## config.mk

```make
export PLATFORM = sky130hd
export DESIGN_NAME = gpr_top
export DESIGN_NICKNAME = d
export VERILOG_FILES = /design/src/hw/gpr_pkg.sv /design/src/hw/gpr_port.sv /design/src/hw/gpr_top.sv
export SDC_FILE = /design/constraint.sdc
export NUM_CORES = 1
export LEC_CHECK = 0
export ABC_CLOCK_PERIOD_IN_PS = 1800
export BUFFER_PORTS_ARGS = -buffer_cell sky130_fd_sc_hd__buf_2
export CAP_MARGIN = 20
export CORE_UTILIZATION = 50
export CTS_BUF_LIST = sky130_fd_sc_hd__clkbuf_16
export DETAILED_ROUTE_END_ITERATION = 8
export PLACE_DENSITY = 0.76
export SKIP_CTS_REPAIR_TIMING = 1
export SYNTH_ARGS = -nofsm -noshare
export SYNTH_HDL_FRONTEND = slang
export SYNTH_HIERARCHICAL = 1
export SYNTH_SLANG_ARGS = --single-unit
```

## constraint.sdc

```tcl
create_clock -name clk -period 1.8 [get_ports clk]
set_input_delay 0.27 -clock clk [delete_from_list [all_inputs] [get_ports clk]]
set_output_delay 0.27 -clock clk [all_outputs]
set_load 0.005 [all_outputs]
```

## src/hw/gpr_pkg.sv

```systemverilog
// Constants shared by the port logic and its register front end
package gpr_pkg;
    localparam int PORT_W = 8;
    localparam int NUM_PORTS = 5;
    localparam int PIN_COUNT = 40;
    localparam int ADDR_W = 12;
    localparam int IDX_W = 10;
    localparam int DATA_W = 32;

    // Register indices; byte address is four times the index
    localparam logic [4:0][IDX_W-1:0] LEVEL_IDX = {10'h012, 10'h00C, 10'h009, 10'h006, 10'h003};
    localparam logic [4:0][IDX_W-1:0] DIR_IDX = {10'h013, 10'h00D, 10'h00A, 10'h007, 10'h004};
    localparam logic [4:0][IDX_W-1:0] LATCH_IDX = {10'h014, 10'h00E, 10'h00B, 10'h008, 10'h005};
    localparam logic [IDX_W-1:0] DRIVE_IDX = 10'h0E0;
    localparam logic [IDX_W-1:0] ROUTE1_IDX = 10'h0ED;
    localparam logic [IDX_W-1:0] ROUTE0_IDX = 10'h0EE;

    localparam logic [7:0] RESET_VAL = 8'h00;
    localparam int DRIVE_W = 6;
    localparam int ROUTE0_W = 7;
    localparam int ROUTE1_W = 3;

    // Routing bit positions
    localparam int R0_RXD = 0;
    localparam int R0_TXD = 1;
    localparam int R0_SS = 2;
    localparam int R0_T0A = 3;
    localparam int R0_T0B = 4;
    localparam int R0_T1A = 5;
    localparam int R0_T1B = 6;
    localparam int R0_UNLOCK = 7;
    localparam int R1_T2A = 0;
    localparam int R1_T2B = 1;
    localparam int R1_T3A = 2;

    // Unlock window in system cycles
    localparam int UNLOCK_CYCLES = 6;
    localparam int UNLOCK_W = 3;

    // Peripheral signal slots
    localparam int PF_T0A = 0;
    localparam int PF_T0B = 1;
    localparam int PF_T1A = 2;
    localparam int PF_T1B = 3;
    localparam int PF_T2A = 4;
    localparam int PF_T2B = 5;
    localparam int PF_T3A = 6;
    localparam int PF_SS = 7;
    localparam int PF_TXD = 8;
    localparam int PF_COUNT = 9;

    // Pin positions, port B at bit 0
    localparam int PIN_B1 = 1;
    localparam int PIN_B2 = 2;
    localparam int PIN_B3 = 3;
    localparam int PIN_C0 = 8;
    localparam int PIN_D0 = 16;
    localparam int PIN_D1 = 17;
    localparam int PIN_D3 = 19;
    localparam int PIN_D5 = 21;
    localparam int PIN_D6 = 22;
    localparam int PIN_E4 = 28;
    localparam int PIN_F1 = 33;
    localparam int PIN_F3 = 35;
    localparam int PIN_F4 = 36;
    localparam int PIN_F5 = 37;
    localparam int PIN_F6 = 38;
    localparam int PIN_F7 = 39;
endpackage

```

## src/hw/gpr_port.sv

```systemverilog
// One eight-bit port: output latch, direction, synchronised level
`timescale 1ns/1ps
module gpr_port #(
    parameter int WIDTH = gpr_pkg::PORT_W
)
(
    input wire logic clk,
    input wire logic reset_n,
    input wire logic wr_latch,
    input wire logic wr_dir,
    input wire logic wr_toggle,
    input wire logic [WIDTH-1:0] wdata,
    input wire logic [WIDTH-1:0] alt_en,
    input wire logic [WIDTH-1:0] alt_val,
    input wire logic [WIDTH-1:0] pin_in,
    output logic [WIDTH-1:0] latch,
    output logic [WIDTH-1:0] dir,
    output logic [WIDTH-1:0] level,
    output logic [WIDTH-1:0] pin_out,
    output logic [WIDTH-1:0] pin_oe,
    output logic [WIDTH-1:0] pullup_en
);
    logic [WIDTH-1:0] sync1;
    logic [WIDTH-1:0] next_latch;
    logic [WIDTH-1:0] next_dir;

    always_comb
    begin
        next_latch = latch;
        next_dir = dir;
        if (wr_latch)
        begin
            next_latch = wdata;
        end
        else if (wr_toggle)
        begin
            next_latch = latch ^ wdata;
        end
        if (wr_dir)
        begin
            next_dir = wdata;
        end
    end

    always_ff @(posedge clk or negedge reset_n)
    begin
        if (!reset_n)
        begin
            latch <= '0;
            dir <= '0;
            sync1 <= '0;
            level <= '0;
        end
        else
        begin
            latch <= next_latch;
            dir <= next_dir;
            sync1 <= pin_in;
            level <= sync1;
        end
    end

    // Peripheral override only replaces the value; direction stays with software
    assign pin_oe = dir;
    assign pin_out = dir & ((alt_en & alt_val) | (~alt_en & latch));
    assign pullup_en = ~dir & latch;

    a_dir_oe: assert property (@(posedge clk) disable iff (!reset_n)
        $past(wr_dir) |-> pin_oe == $past(wdata))
        else $error("direction write not seen on output enable");
    a_pullup_in: assert property (@(posedge clk) disable iff (!reset_n)
        (wr_latch && !wr_dir) |=> pullup_en == (~dir & $past(wdata)))
        else $error("pull-up does not follow latch on inputs");
    a_drive_level: assert property (@(posedge clk) disable iff (!reset_n)
        (wr_latch && !wr_dir && alt_en == '0) |=> ##0 (alt_en != '0 || pin_out == (dir & $past(wdata))))
        else $error("output pin does not follow latch");
    a_toggle_latch: assert property (@(posedge clk) disable iff (!reset_n)
        (wr_toggle && !wr_latch) |=> latch == ($past(latch) ^ $past(wdata)))
        else $error("level write did not toggle latch");
    a_level_sync: assert property (@(posedge clk) disable iff (!reset_n)
        reset_n |-> ##2 level == $past(pin_in, 2))
        else $error("level not two cycles behind pin");
endmodule // gpr_port

```

## src/hw/gpr_top.sv

```systemverilog
// GPIO ports B to F with drive strength and pin routing over APB
//
// The APB slave port is this design's own decision.
`timescale 1ns/1ps
module gpr_top
(
    input wire logic clk,
    input wire logic reset_n,
    input wire logic [gpr_pkg::ADDR_W-1:0] paddr,
    input wire logic psel,
    input wire logic penable,
    input wire logic pwrite,
    input wire logic [gpr_pkg::DATA_W-1:0] pwdata,
    output logic [gpr_pkg::DATA_W-1:0] prdata,
    output logic pready,
    output logic pslverr,
    input wire logic [gpr_pkg::PIN_COUNT-1:0] pin_in,
    output logic [gpr_pkg::PIN_COUNT-1:0] pin_out,
    output logic [gpr_pkg::PIN_COUNT-1:0] pin_oe,
    output logic [gpr_pkg::PIN_COUNT-1:0] pullup_en,
    output logic [gpr_pkg::DRIVE_W-1:0] high_drive,
    input wire logic [gpr_pkg::PF_COUNT-1:0] periph_out,
    input wire logic [gpr_pkg::PF_COUNT-1:0] periph_en,
    input wire logic timer0_out_a_extra_select,
    output logic serial_rxd,
    output logic timer3_alt_out,
    output logic timer3_alt_out_en
);
    localparam int W = gpr_pkg::PORT_W;
    localparam int NP = gpr_pkg::NUM_PORTS;

    logic [gpr_pkg::PIN_COUNT-1:0] latch_all;
    logic [gpr_pkg::PIN_COUNT-1:0] dir_all;
    logic [gpr_pkg::PIN_COUNT-1:0] level_all;
    logic [gpr_pkg::PIN_COUNT-1:0] alt_en;
    logic [gpr_pkg::PIN_COUNT-1:0] alt_val;
    logic [NP-1:0] wr_latch;
    logic [NP-1:0] wr_dir;
    logic [NP-1:0] wr_toggle;

    logic [gpr_pkg::ROUTE0_W-1:0] pin_routing_0;
    logic [gpr_pkg::ROUTE1_W-1:0] pin_routing_1;
    logic [gpr_pkg::DRIVE_W-1:0] drive_strength_select;
    logic [gpr_pkg::UNLOCK_W-1:0] unlock_cnt;
    logic [gpr_pkg::DATA_W-1:0] rdata;
    logic hit;

    logic [gpr_pkg::ROUTE0_W-1:0] next_pin_routing_0;
    logic [gpr_pkg::ROUTE1_W-1:0] next_pin_routing_1;
    logic [gpr_pkg::DRIVE_W-1:0] next_drive_strength_select;
    logic [gpr_pkg::UNLOCK_W-1:0] next_unlock_cnt;
    logic [gpr_pkg::DATA_W-1:0] next_rdata;
    logic next_hit;

    logic [gpr_pkg::IDX_W-1:0] idx;
    logic aligned;
    logic setup;
    logic wr;
    logic routing_write_unlock;
    logic t0a_sel;
    logic t0a_both;

    assign idx = paddr[gpr_pkg::ADDR_W-1:2];
    assign aligned = (paddr[1:0] == 2'h0);
    assign setup = psel & ~penable;
    assign wr = psel & penable & pwrite;
    assign routing_write_unlock = (unlock_cnt != '0);

    // Zero wait states: read data is captured in the setup cycle
    assign pready = psel & penable;
    assign pslverr = pready & ~hit;
    assign prdata = rdata;

    // Per-port write strobes
    always_comb
    begin
        for (int p = 0; p < NP; p++)
        begin
            wr_latch[p] = wr & aligned & (idx == gpr_pkg::LATCH_IDX[p]);
            wr_dir[p] = wr & aligned & (idx == gpr_pkg::DIR_IDX[p]);
            wr_toggle[p] = wr & aligned & (idx == gpr_pkg::LEVEL_IDX[p]);
        end
    end

    // Register read decode and shared control registers
    always_comb
    begin
        next_rdata = '0;
        next_hit = 1'b0;
        next_pin_routing_0 = pin_routing_0;
        next_pin_routing_1 = pin_routing_1;
        next_drive_strength_select = drive_strength_select;
        next_unlock_cnt = routing_write_unlock ? unlock_cnt - 1'b1 : unlock_cnt;
        if (setup && aligned)
        begin
            for (int p = 0; p < NP; p++)
            begin
                if (idx == gpr_pkg::LEVEL_IDX[p])
                begin
                    next_rdata = {24'h000000, level_all[p*W +: W]};
                    next_hit = 1'b1;
                end
                if (idx == gpr_pkg::DIR_IDX[p])
                begin
                    next_rdata = {24'h000000, dir_all[p*W +: W]};
                    next_hit = 1'b1;
                end
                if (idx == gpr_pkg::LATCH_IDX[p])
                begin
                    next_rdata = {24'h000000, latch_all[p*W +: W]};
                    next_hit = 1'b1;
                end
            end
            if (idx == gpr_pkg::DRIVE_IDX)
            begin
                next_rdata = {26'h0, drive_strength_select};
                next_hit = 1'b1;
            end
            if (idx == gpr_pkg::ROUTE0_IDX)
            begin
                next_rdata = {24'h000000, routing_write_unlock, pin_routing_0};
                next_hit = 1'b1;
            end
            if (idx == gpr_pkg::ROUTE1_IDX)
            begin
                next_rdata = {29'h0, pin_routing_1};
                next_hit = 1'b1;
            end
        end
        else if (psel && penable)
        begin
            next_rdata = rdata;
            next_hit = hit;
        end
        if (wr && aligned && idx == gpr_pkg::DRIVE_IDX)
        begin
            next_drive_strength_select = pwdata[gpr_pkg::DRIVE_W-1:0];
        end
        if (wr && aligned && idx == gpr_pkg::ROUTE0_IDX)
        begin
            if (routing_write_unlock)
            begin
                next_pin_routing_0 = pwdata[gpr_pkg::ROUTE0_W-1:0];
            end
            else if (pwdata[gpr_pkg::R0_UNLOCK])
            begin
                // Arming write stores nothing else; the value needs a second write
                next_unlock_cnt = gpr_pkg::UNLOCK_W'(gpr_pkg::UNLOCK_CYCLES);
            end
        end
        if (wr && aligned && idx == gpr_pkg::ROUTE1_IDX && routing_write_unlock)
        begin
            next_pin_routing_1 = pwdata[gpr_pkg::ROUTE1_W-1:0];
        end
    end

    always_ff @(posedge clk or negedge reset_n)
    begin
        if (!reset_n)
        begin
            pin_routing_0 <= '0;
            pin_routing_1 <= '0;
            drive_strength_select <= '0;
            unlock_cnt <= '0;
            rdata <= '0;
            hit <= 1'b0;
        end
        else
        begin
            pin_routing_0 <= next_pin_routing_0;
            pin_routing_1 <= next_pin_routing_1;
            drive_strength_select <= next_drive_strength_select;
            unlock_cnt <= next_unlock_cnt;
            rdata <= next_rdata;
            hit <= next_hit;
        end
    end

    assign high_drive = drive_strength_select;

    // Peripheral pin routing; overlapping claims on a pin are ORed
    assign t0a_sel = pin_routing_0[gpr_pkg::R0_T0A];
    assign t0a_both = t0a_sel & timer0_out_a_extra_select;
    always_comb
    begin
        alt_en = '0;
        alt_val = '0;
        // Timer1 B: F4 or B2
        if (pin_routing_0[gpr_pkg::R0_T1B])
        begin
            alt_en[gpr_pkg::PIN_F4] = periph_en[gpr_pkg::PF_T1B];
            alt_val[gpr_pkg::PIN_F4] = periph_out[gpr_pkg::PF_T1B];
        end
        else
        begin
            alt_en[gpr_pkg::PIN_B2] = periph_en[gpr_pkg::PF_T1B];
            alt_val[gpr_pkg::PIN_B2] = periph_out[gpr_pkg::PF_T1B];
        end
        // Timer1 A: F5 or B1
        if (pin_routing_0[gpr_pkg::R0_T1A])
        begin
            alt_en[gpr_pkg::PIN_F5] = periph_en[gpr_pkg::PF_T1A];
            alt_val[gpr_pkg::PIN_F5] = periph_out[gpr_pkg::PF_T1A];
        end
        else
        begin
            alt_en[gpr_pkg::PIN_B1] = periph_en[gpr_pkg::PF_T1A];
            alt_val[gpr_pkg::PIN_B1] = periph_out[gpr_pkg::PF_T1A];
        end
        // Timer0 B: F3 or D5
        if (pin_routing_0[gpr_pkg::R0_T0B])
        begin
            alt_en[gpr_pkg::PIN_F3] = periph_en[gpr_pkg::PF_T0B];
            alt_val[gpr_pkg::PIN_F3] = periph_out[gpr_pkg::PF_T0B];
        end
        else
        begin
            alt_en[gpr_pkg::PIN_D5] = periph_en[gpr_pkg::PF_T0B];
            alt_val[gpr_pkg::PIN_D5] = periph_out[gpr_pkg::PF_T0B];
        end
        // Timer0 A: D6, E4, C0 or both E4 and C0
        if (!t0a_sel && !timer0_out_a_extra_select)
        begin
            alt_en[gpr_pkg::PIN_D6] = periph_en[gpr_pkg::PF_T0A];
            alt_val[gpr_pkg::PIN_D6] = periph_out[gpr_pkg::PF_T0A];
        end
        if (timer0_out_a_extra_select || t0a_both)
        begin
            alt_en[gpr_pkg::PIN_E4] = periph_en[gpr_pkg::PF_T0A];
            alt_val[gpr_pkg::PIN_E4] = periph_out[gpr_pkg::PF_T0A];
        end
        if (t0a_sel)
        begin
            alt_en[gpr_pkg::PIN_C0] = periph_en[gpr_pkg::PF_T0A];
            alt_val[gpr_pkg::PIN_C0] = periph_out[gpr_pkg::PF_T0A];
        end
        // SPI select: B1 or B2
        if (pin_routing_0[gpr_pkg::R0_SS])
        begin
            alt_en[gpr_pkg::PIN_B1] |= periph_en[gpr_pkg::PF_SS];
            alt_val[gpr_pkg::PIN_B1] |= periph_out[gpr_pkg::PF_SS];
        end
        else
        begin
            alt_en[gpr_pkg::PIN_B2] |= periph_en[gpr_pkg::PF_SS];
            alt_val[gpr_pkg::PIN_B2] |= periph_out[gpr_pkg::PF_SS];
        end
        // Serial transmit: D6 or D1
        if (pin_routing_0[gpr_pkg::R0_TXD])
        begin
            alt_en[gpr_pkg::PIN_D6] |= periph_en[gpr_pkg::PF_TXD];
            alt_val[gpr_pkg::PIN_D6] |= periph_out[gpr_pkg::PF_TXD];
        end
        else
        begin
            alt_en[gpr_pkg::PIN_D1] = periph_en[gpr_pkg::PF_TXD];
            alt_val[gpr_pkg::PIN_D1] = periph_out[gpr_pkg::PF_TXD];
        end
        // Timer2 B: F7 or D3
        if (pin_routing_1[gpr_pkg::R1_T2B])
        begin
            alt_en[gpr_pkg::PIN_F7] = periph_en[gpr_pkg::PF_T2B];
            alt_val[gpr_pkg::PIN_F7] = periph_out[gpr_pkg::PF_T2B];
        end
        else
        begin
            alt_en[gpr_pkg::PIN_D3] = periph_en[gpr_pkg::PF_T2B];
            alt_val[gpr_pkg::PIN_D3] = periph_out[gpr_pkg::PF_T2B];
        end
        // Timer2 A: F6 or B3
        if (pin_routing_1[gpr_pkg::R1_T2A])
        begin
            alt_en[gpr_pkg::PIN_F6] = periph_en[gpr_pkg::PF_T2A];
            alt_val[gpr_pkg::PIN_F6] = periph_out[gpr_pkg::PF_T2A];
        end
        else
        begin
            alt_en[gpr_pkg::PIN_B3] = periph_en[gpr_pkg::PF_T2A];
            alt_val[gpr_pkg::PIN_B3] = periph_out[gpr_pkg::PF_T2A];
        end
        // Timer3 A: F1 unless sent to the comparator-input pin
        if (!pin_routing_1[gpr_pkg::R1_T3A])
        begin
            alt_en[gpr_pkg::PIN_F1] = periph_en[gpr_pkg::PF_T3A];
            alt_val[gpr_pkg::PIN_F1] = periph_out[gpr_pkg::PF_T3A];
        end
    end

    assign timer3_alt_out_en = pin_routing_1[gpr_pkg::R1_T3A] & periph_en[gpr_pkg::PF_T3A];
    assign timer3_alt_out = timer3_alt_out_en & periph_out[gpr_pkg::PF_T3A];
    // Receive taken from the synchronised level, never the raw pin
    assign serial_rxd = pin_routing_0[gpr_pkg::R0_RXD] ?
        level_all[gpr_pkg::PIN_D5] : level_all[gpr_pkg::PIN_D0];

    generate
        for (genvar p = 0; p < NP; p++)
        begin : g_port
            gpr_port #(.WIDTH(W)) u_port (
                .clk(clk),
                .reset_n(reset_n),
                .wr_latch(wr_latch[p]),
                .wr_dir(wr_dir[p]),
                .wr_toggle(wr_toggle[p]),
                .wdata(pwdata[W-1:0]),
                .alt_en(alt_en[p*W +: W]),
                .alt_val(alt_val[p*W +: W]),
                .pin_in(pin_in[p*W +: W]),
                .latch(latch_all[p*W +: W]),
                .dir(dir_all[p*W +: W]),
                .level(level_all[p*W +: W]),
                .pin_out(pin_out[p*W +: W]),
                .pin_oe(pin_oe[p*W +: W]),
                .pullup_en(pullup_en[p*W +: W])
            );
        end
    endgenerate

    a_route0_locked: assert property (@(posedge clk) disable iff (!reset_n)
        (!routing_write_unlock) |=> pin_routing_0 == $past(pin_routing_0))
        else $error("routing 0 changed while locked");
    a_route1_locked: assert property (@(posedge clk) disable iff (!reset_n)
        (!routing_write_unlock) |=> pin_routing_1 == $past(pin_routing_1))
        else $error("routing 1 changed while locked");
    a_unlock_window: assert property (@(posedge clk) disable iff (!reset_n)
        (wr && aligned && idx == gpr_pkg::ROUTE0_IDX && !routing_write_unlock
            && pwdata[gpr_pkg::R0_UNLOCK])
        |=> routing_write_unlock [*6] ##1 !routing_write_unlock)
        else $error("unlock window is not six cycles");
    a_timer3_steer: assert property (@(posedge clk) disable iff (!reset_n)
        (pin_routing_1[gpr_pkg::R1_T3A] && periph_en[gpr_pkg::PF_T3A])
        |-> timer3_alt_out_en && !alt_en[gpr_pkg::PIN_F1])
        else $error("timer3 output A not steered to alternate pin");
    a_drive_bits: assert property (@(posedge clk) disable iff (!reset_n)
        (wr && aligned && idx == gpr_pkg::DRIVE_IDX)
        |=> high_drive == $past(pwdata[gpr_pkg::DRIVE_W-1:0]))
        else $error("drive strength write lost");
    a_txd_route: assert property (@(posedge clk) disable iff (!reset_n)
        (!pin_routing_0[gpr_pkg::R0_TXD] && periph_en[gpr_pkg::PF_TXD])
        |-> alt_en[gpr_pkg::PIN_D1])
        else $error("serial transmit not on primary pin");

    c_unlocked_write: cover property (@(posedge clk) disable iff (!reset_n)
        routing_write_unlock && wr && idx == gpr_pkg::ROUTE1_IDX);
    c_toggle_write: cover property (@(posedge clk) disable iff (!reset_n) wr_toggle != '0);
    c_unmapped: cover property (@(posedge clk) disable iff (!reset_n) pslverr);
endmodule // gpr_top

```

# After elaboration in Yosys (flattened, before gate mapping)
# Cells that the tools add are included.
# totals
register_bits,212
in_bits,108
elab_cells,227
# classes
addsub,1
eq_ne,19
n_mux,91
bitwise,71
reduce_logical,19
# ops
cell,n
$mux 32,19
$and 8x8->8,16
$mux 8,11
$eq 10x4->1 const B,7
$mux 1,57
$not 8->8,6
$eq 10x3->1 const B,4
$or 8x8->8,5
$xor 8x8->8,5
$eq 10x5->1 const B,3
$eq 10x8->1 const B,3
$and 1x1->1,24
$mux 3,4
$eq 10x2->1 const B,1
$reduce_bool 2->1,5
$logic_and 1x1->1,8
$not 1->8,1
$not 4->8,1
$not 5->8,1
$not 7->8,1
$and 7x7->7,1
$or 1x1->1,6
$and 5x5->5,1
$and 4x4->4,1
8 further kinds,10

# Depth between registers and ports, before layout
# logic_depth
depth_word,20
depth_mapped,9
depth_no_buf,6

# Modules after synthesis
# Netlist, hierarchy kept.
# modules_own_cells
module,n_inst,cells_each,area_per_inst_um2,seq_area_each_um2
gpr_port,5,108,1426.4,800.8
gpr_top,1,495,3538.4,700.7

# Least setup slack after synthesis
# OpenSTA, ideal clock, no wires.
# synth_timing
kind,input to register
startpoint,input paddr[6] (netlist bit)
endpoint,register g_port[3].u_port.latch[5]
setup_ps,126
arrival_time_ps,2055
required_time_ps,1674
path_slack_ps,-381
cell_stages,8
path_cell_list,nor4_1 > clkbuf_1 > buf_2 > nand2_1 > nor3_1 > buf_4 > nand2_1 > a221o_1
# synth_via
elab_chain_len,3
elab_cells_between_ends,6
classes_between,eq/ne: 2; mux: 1; bitwise: 2; reduce/logical: 1
# synth_lines
item,line,text
from (decl),gpr_top.sv:9,"input wire logic [gpr_pkg::ADDR_W-1:0] paddr,"
$eq 10x4->1,gpr_top.sv:81,wr_toggle[p] = wr & aligned & (idx == gpr_pkg::LEVEL_IDX[p]);
$and 1x1->1,gpr_top.sv:81,
via wr_toggle[3],gpr_top.sv:39,logic [NP-1:0] wr_toggle;
$reduce_bool 2->1 (no line),-,
to (signal assigned),gpr_port.sv:56,latch <= next_latch;
to (decl),gpr_port.sv:16,"output logic [WIDTH-1:0] latch,"
# The timed path passes the listed nets, and every way through them passes these cells.
# A chain may end at the register's enable or synchronous reset.

# Final worst setup path
# layout_timing
startpoint,input paddr[11] (netlist bit)
endpoint,"register rdata, in the netlist prdata[0]"
# layout_via
elab_chain_len,20
elab_cells_between_ends,37
classes_between,eq/ne: 18; mux: 19
# layout_lines
item,line,text
$eq 10x2->1,gpr_top.sv:98,if (idx == gpr_pkg::LEVEL_IDX[p])
$mux 8,gpr_top.sv:98,
$mux 32,gpr_top.sv:103,if (idx == gpr_pkg::DIR_IDX[p])
$mux 32,gpr_top.sv:108,if (idx == gpr_pkg::LATCH_IDX[p])
$mux 32,gpr_top.sv:98,
$mux 32,gpr_top.sv:103,
$mux 32,gpr_top.sv:108,
$mux 32,gpr_top.sv:98,
(+4 left out),-,
$mux 32,gpr_top.sv:108,
$mux 32,gpr_top.sv:98,
$mux 32,gpr_top.sv:103,
$mux 32,gpr_top.sv:108,
$mux 32,gpr_top.sv:114,if (idx == gpr_pkg::DRIVE_IDX)
$mux 32,gpr_top.sv:119,if (idx == gpr_pkg::ROUTE0_IDX)
$mux 32 (*),gpr_top.sv:124,if (idx == gpr_pkg::ROUTE1_IDX)
$mux 32 (*),gpr_top.sv:94,if (setup && aligned)
to (signal assigned),gpr_top.sv:174,rdata <= next_rdata;
to (decl),gpr_top.sv:45,logic [gpr_pkg::DATA_W-1:0] rdata;
# Mark *: on every way between the ends. The rest lies on a longest branch, timed or not.

==> flow_metrics.tcl <==
set metrics [dict create \
    grt_pass1_vias 8979 \
    cts.path.max_buffers 2 \
    ctsRootBufferMaster "sky130_fd_sc_hd__clkbuf_16" \
    slew_headroom 0.6377 \
    ctsHtreeMaxLevel 4 \
    grt_pass1_wl_um 52720 \
    sequence_of_cells_on_the_critical_path "buf_2 > buf_4 > or2_4 > nor4_1 > buf_4 > a2111oi_0 > buf_4 > o21ai_0 > a21o_1" \
    largest_net_degree_at_the_start_of_global_routing 91 \
    setup.worst_path.start_class "input pin" \
    worst_path_most_repeated_cell "sky130_fd_sc_hd__buf_4" \
    drtAntennaViolNets 0 \
    synth_top_area_frac 0.4409 \
    status "finished, violations left" \
    worst_setup_path_startpoint "paddr[11]" \
    final_common_cell "sky130_fd_sc_hd__buf_2" \
    yosys_warnings 6 \
    routed-via-count 9690 \
    mappedNetlistArea_mm2 0.01067 \
    largest_area_contributor_in_the_netlist "sky130_fd_sc_hd__dfrtp_1" \
    main_area_contributors_after_synthesis "sky130_fd_sc_hd__dfrtp_1 (44%), sky130_fd_sc_hd__nor2b_1 (6.1%), sky130_fd_sc_hd__mux2_2 (6.0%)" \
    area_growth_pct 35.66 \
    ff2ff_path_depth 5 \
    critical_path.slowest_cell "sky130_fd_sc_hd__nor4_1" \
    postSynthAreaPerCell_um2 10.31 \
    timing.final.max_slew_violations 0 \
    hold_viol_final 0 \
    overflow_left_after_global_routing 0 \
    die_y_um 148.1 \
    worst_slew_pin_slew_ns 0.5298 \
    drcViolationCount 0 \
    ir_worst_vdd_mv 0.6627 \
    r2r-end "prdata[1]" \
    largest_driver_fanout_on_the_critical_path 7 \
    unrepaired_setup_endpoints_after_global_routing "yes" \
    via_per_inst 5.566 \
    drv_cap 0 \
    yosysUniqueCellTypes 69 \
    die-area_mm2 0.02193 \
    period_needed_ns 1.879 \
    min_path_type "input pin to asynchronous set/reset pin" \
    worstReg2RegStart "g_port[0].u_port/level[1]" \
    grt_util_all_layers 0.3270 \
    timing.setup.tns_ns -0.2026 \
    clkLatencyLatePin_ns 0.44 \
    crit_path_arrival_time_ns 2.26 \
    initial_antenna_violation_count 0 \
    min_period_over_period 1.044 \
    fp-row-count 53 \
    fp.dieW_um 148.1 \
    core-area_mm2 0.02096 \
    drtPass1Iterations 7 \
    worst_clock_skew_ns 0.008263 \
    total_leakage_power_nw 7.744 \
    criticalPathCategory "input pin to flop" \
    numCtsBuffers 17 \
    power.density_mw_per_mm2 637.3 \
    synth-edff-count 0 \
    critPathCapture "prdata[0]" \
    tritoncts "done" \
    initial_util 0.5092 \
    synth.yosys.seq_area_share 0.4409 \
    ff2ff_setup_slack_ns 0.03 \
    ys.flop_type "sky130_fd_sc_hd__dfrtp_1" \
    crit_path_max_incr_delay_ns 0.42 \
    final.setup.worst_slack_ns -0.07929 \
    post_route_cells_drive_above_1_share 0.4025 \
    final_net_count 1563 \
    critical_path_required_ns 2.18 \
    pin_count 271 \
    failed_checks "setup timing" \
    buffer_ports.inserted 222 \
    antenna_cells_inserted 0 \
    postSynthRegisterBits 188 \
    setup_violations 6 \
    cts_sinks 188 \
    dr_iter_0_viols 730 \
    post_synth_inst_count 1035 \
    route.final.wire_length_um 36760 \
    avgRoutedWirePerCell_um 21.11 \
    clk_pin_slew_ns 0.08 \
    ys_async_sr_fraction 1.000 \
    dp.final_hpwl_um 26810 \
    finalWeightedCongestion 0.9650 \
    final_util 0.6908 \
    clock.fmax_mhz 532.1 \
    timing.critical_path.to_type "flop" \
    layout.cells.most_common_list "sky130_fd_sc_hd__buf_2 (218), sky130_fd_sc_hd__dfrtp_1 (183), sky130_fd_sc_hd__buf_4 (165)" \
]
==> layer usage <==
layer,wire [um],GRT usage,share of wire,vias to the layer above
met5,0,0,0,-
met4,1135,0.1284,0.031,0
met3,2030,0.03405,0.055,81
met2,17900,0.5359,0.49,397
met1,15690,0.4471,0.43,4756
li1,-,-,-,4456
==> registers in the layout, summed over array words and instances (netlist names) <==
| register | count |
|---|---|
| g_port.u_port/dir | 40 |
| g_port.u_port/latch | 40 |
| pin_routing_0 | 7 |
| g_port.u_port/sync1 | 40 |
| high_drive | 6 |
| prdata | 8 |
| hit | 1 |
| g_port.u_port/level | 40 |
| unlock_cnt | 3 |
| pin_routing_1 | 3 |
==> worst min path at each step <==
stage                                      endpoint  cells past startpoint
after floorplan             g_port[0].u_port/dir[0]                      0
after global routing      g_port[3].u_port/latch[7]                      2
after detailed placement  g_port[3].u_port/latch[7]                      1
after CTS                 g_port[3].u_port/latch[7]                      1
final                     g_port[3].u_port/latch[7]                      2
after global placement    g_port[3].u_port/latch[7]                      1
==> metrics by stage <==
step           instances  setup WS, ns  hold WS [ns]  power (mW)  area (um2)
2_1_floorplan       1108       -0.2921      -0.02559       4.906       11230
3_3_place_gp        1661       -0.4972        0.1418       5.401       13290
3_5_place_dp        1661       -0.5324        0.1406       5.415       13290
4_1_cts             1693      -0.09189       -0.3302       9.117       13860
5_1_grt             1741       -0.1012        0.2621       9.521       14480
6_report            1741      -0.07929        0.2435       9.226       14480
==> power breakdown <==
group / internal [mW] / switching (mW) / leakage [nW]
Combinational: 0.447 / 0.600 / 5.03
Sequential: 4.35 / 0.0579 / 2.43
Clock: 1.96 / 1.81 / 0.286
==> kinds of logic (layout without fill, tap and decap cells) <==
kind of cell | Yosys count | in the layout | share of synthesized area
AOI/OAI and AO/OA | 196 | 196 | 0.1371
DFF | 188 | 188 | 0.4409
other | 1 | 74 | 0.0003514
muxes | 105 | 105 | 0.1052
and+or+nand+nor | 415 | 415 | 0.2396
buffers and inverters | 128 | 486 | 0.07458
adders and majority gates | 2 | 2 | 0.002345
==> Yosys cell counts (all sizes together), types with 12 or more instances <==
cell type  instances
mux2i             48
nor2              46
dfrtp            188
buf               91
nor3              23
o211a             36
nand4b            36
or3               39
a21oi             30
o21ai             30
clkbuf            25
inv               12
mux2              57
nand3             19
nand2             47
nor2b            104
and2b             35
and2              20
==> cell type report <==
class,instances,area [um2]
Multi-Input combinational cell,792,5756
Inverter,12,45.04
Timing Repair Buffer,442,3044
Fill cell,1645,6480
Clock buffer,17,425.4
Sequential cell,188,4711
Clock inverter,15,150.1
Tap cell,275,344.1
==> worst max-delay path, delay by kind of cell <==
kind	cells	cell delay, ns
buffers and inverters	4	0.69
and+or+nand+nor	2	0.74
AOI/OAI and AO/OA	3	0.57
Note: power is estimated with default switching activity, not from simulation.
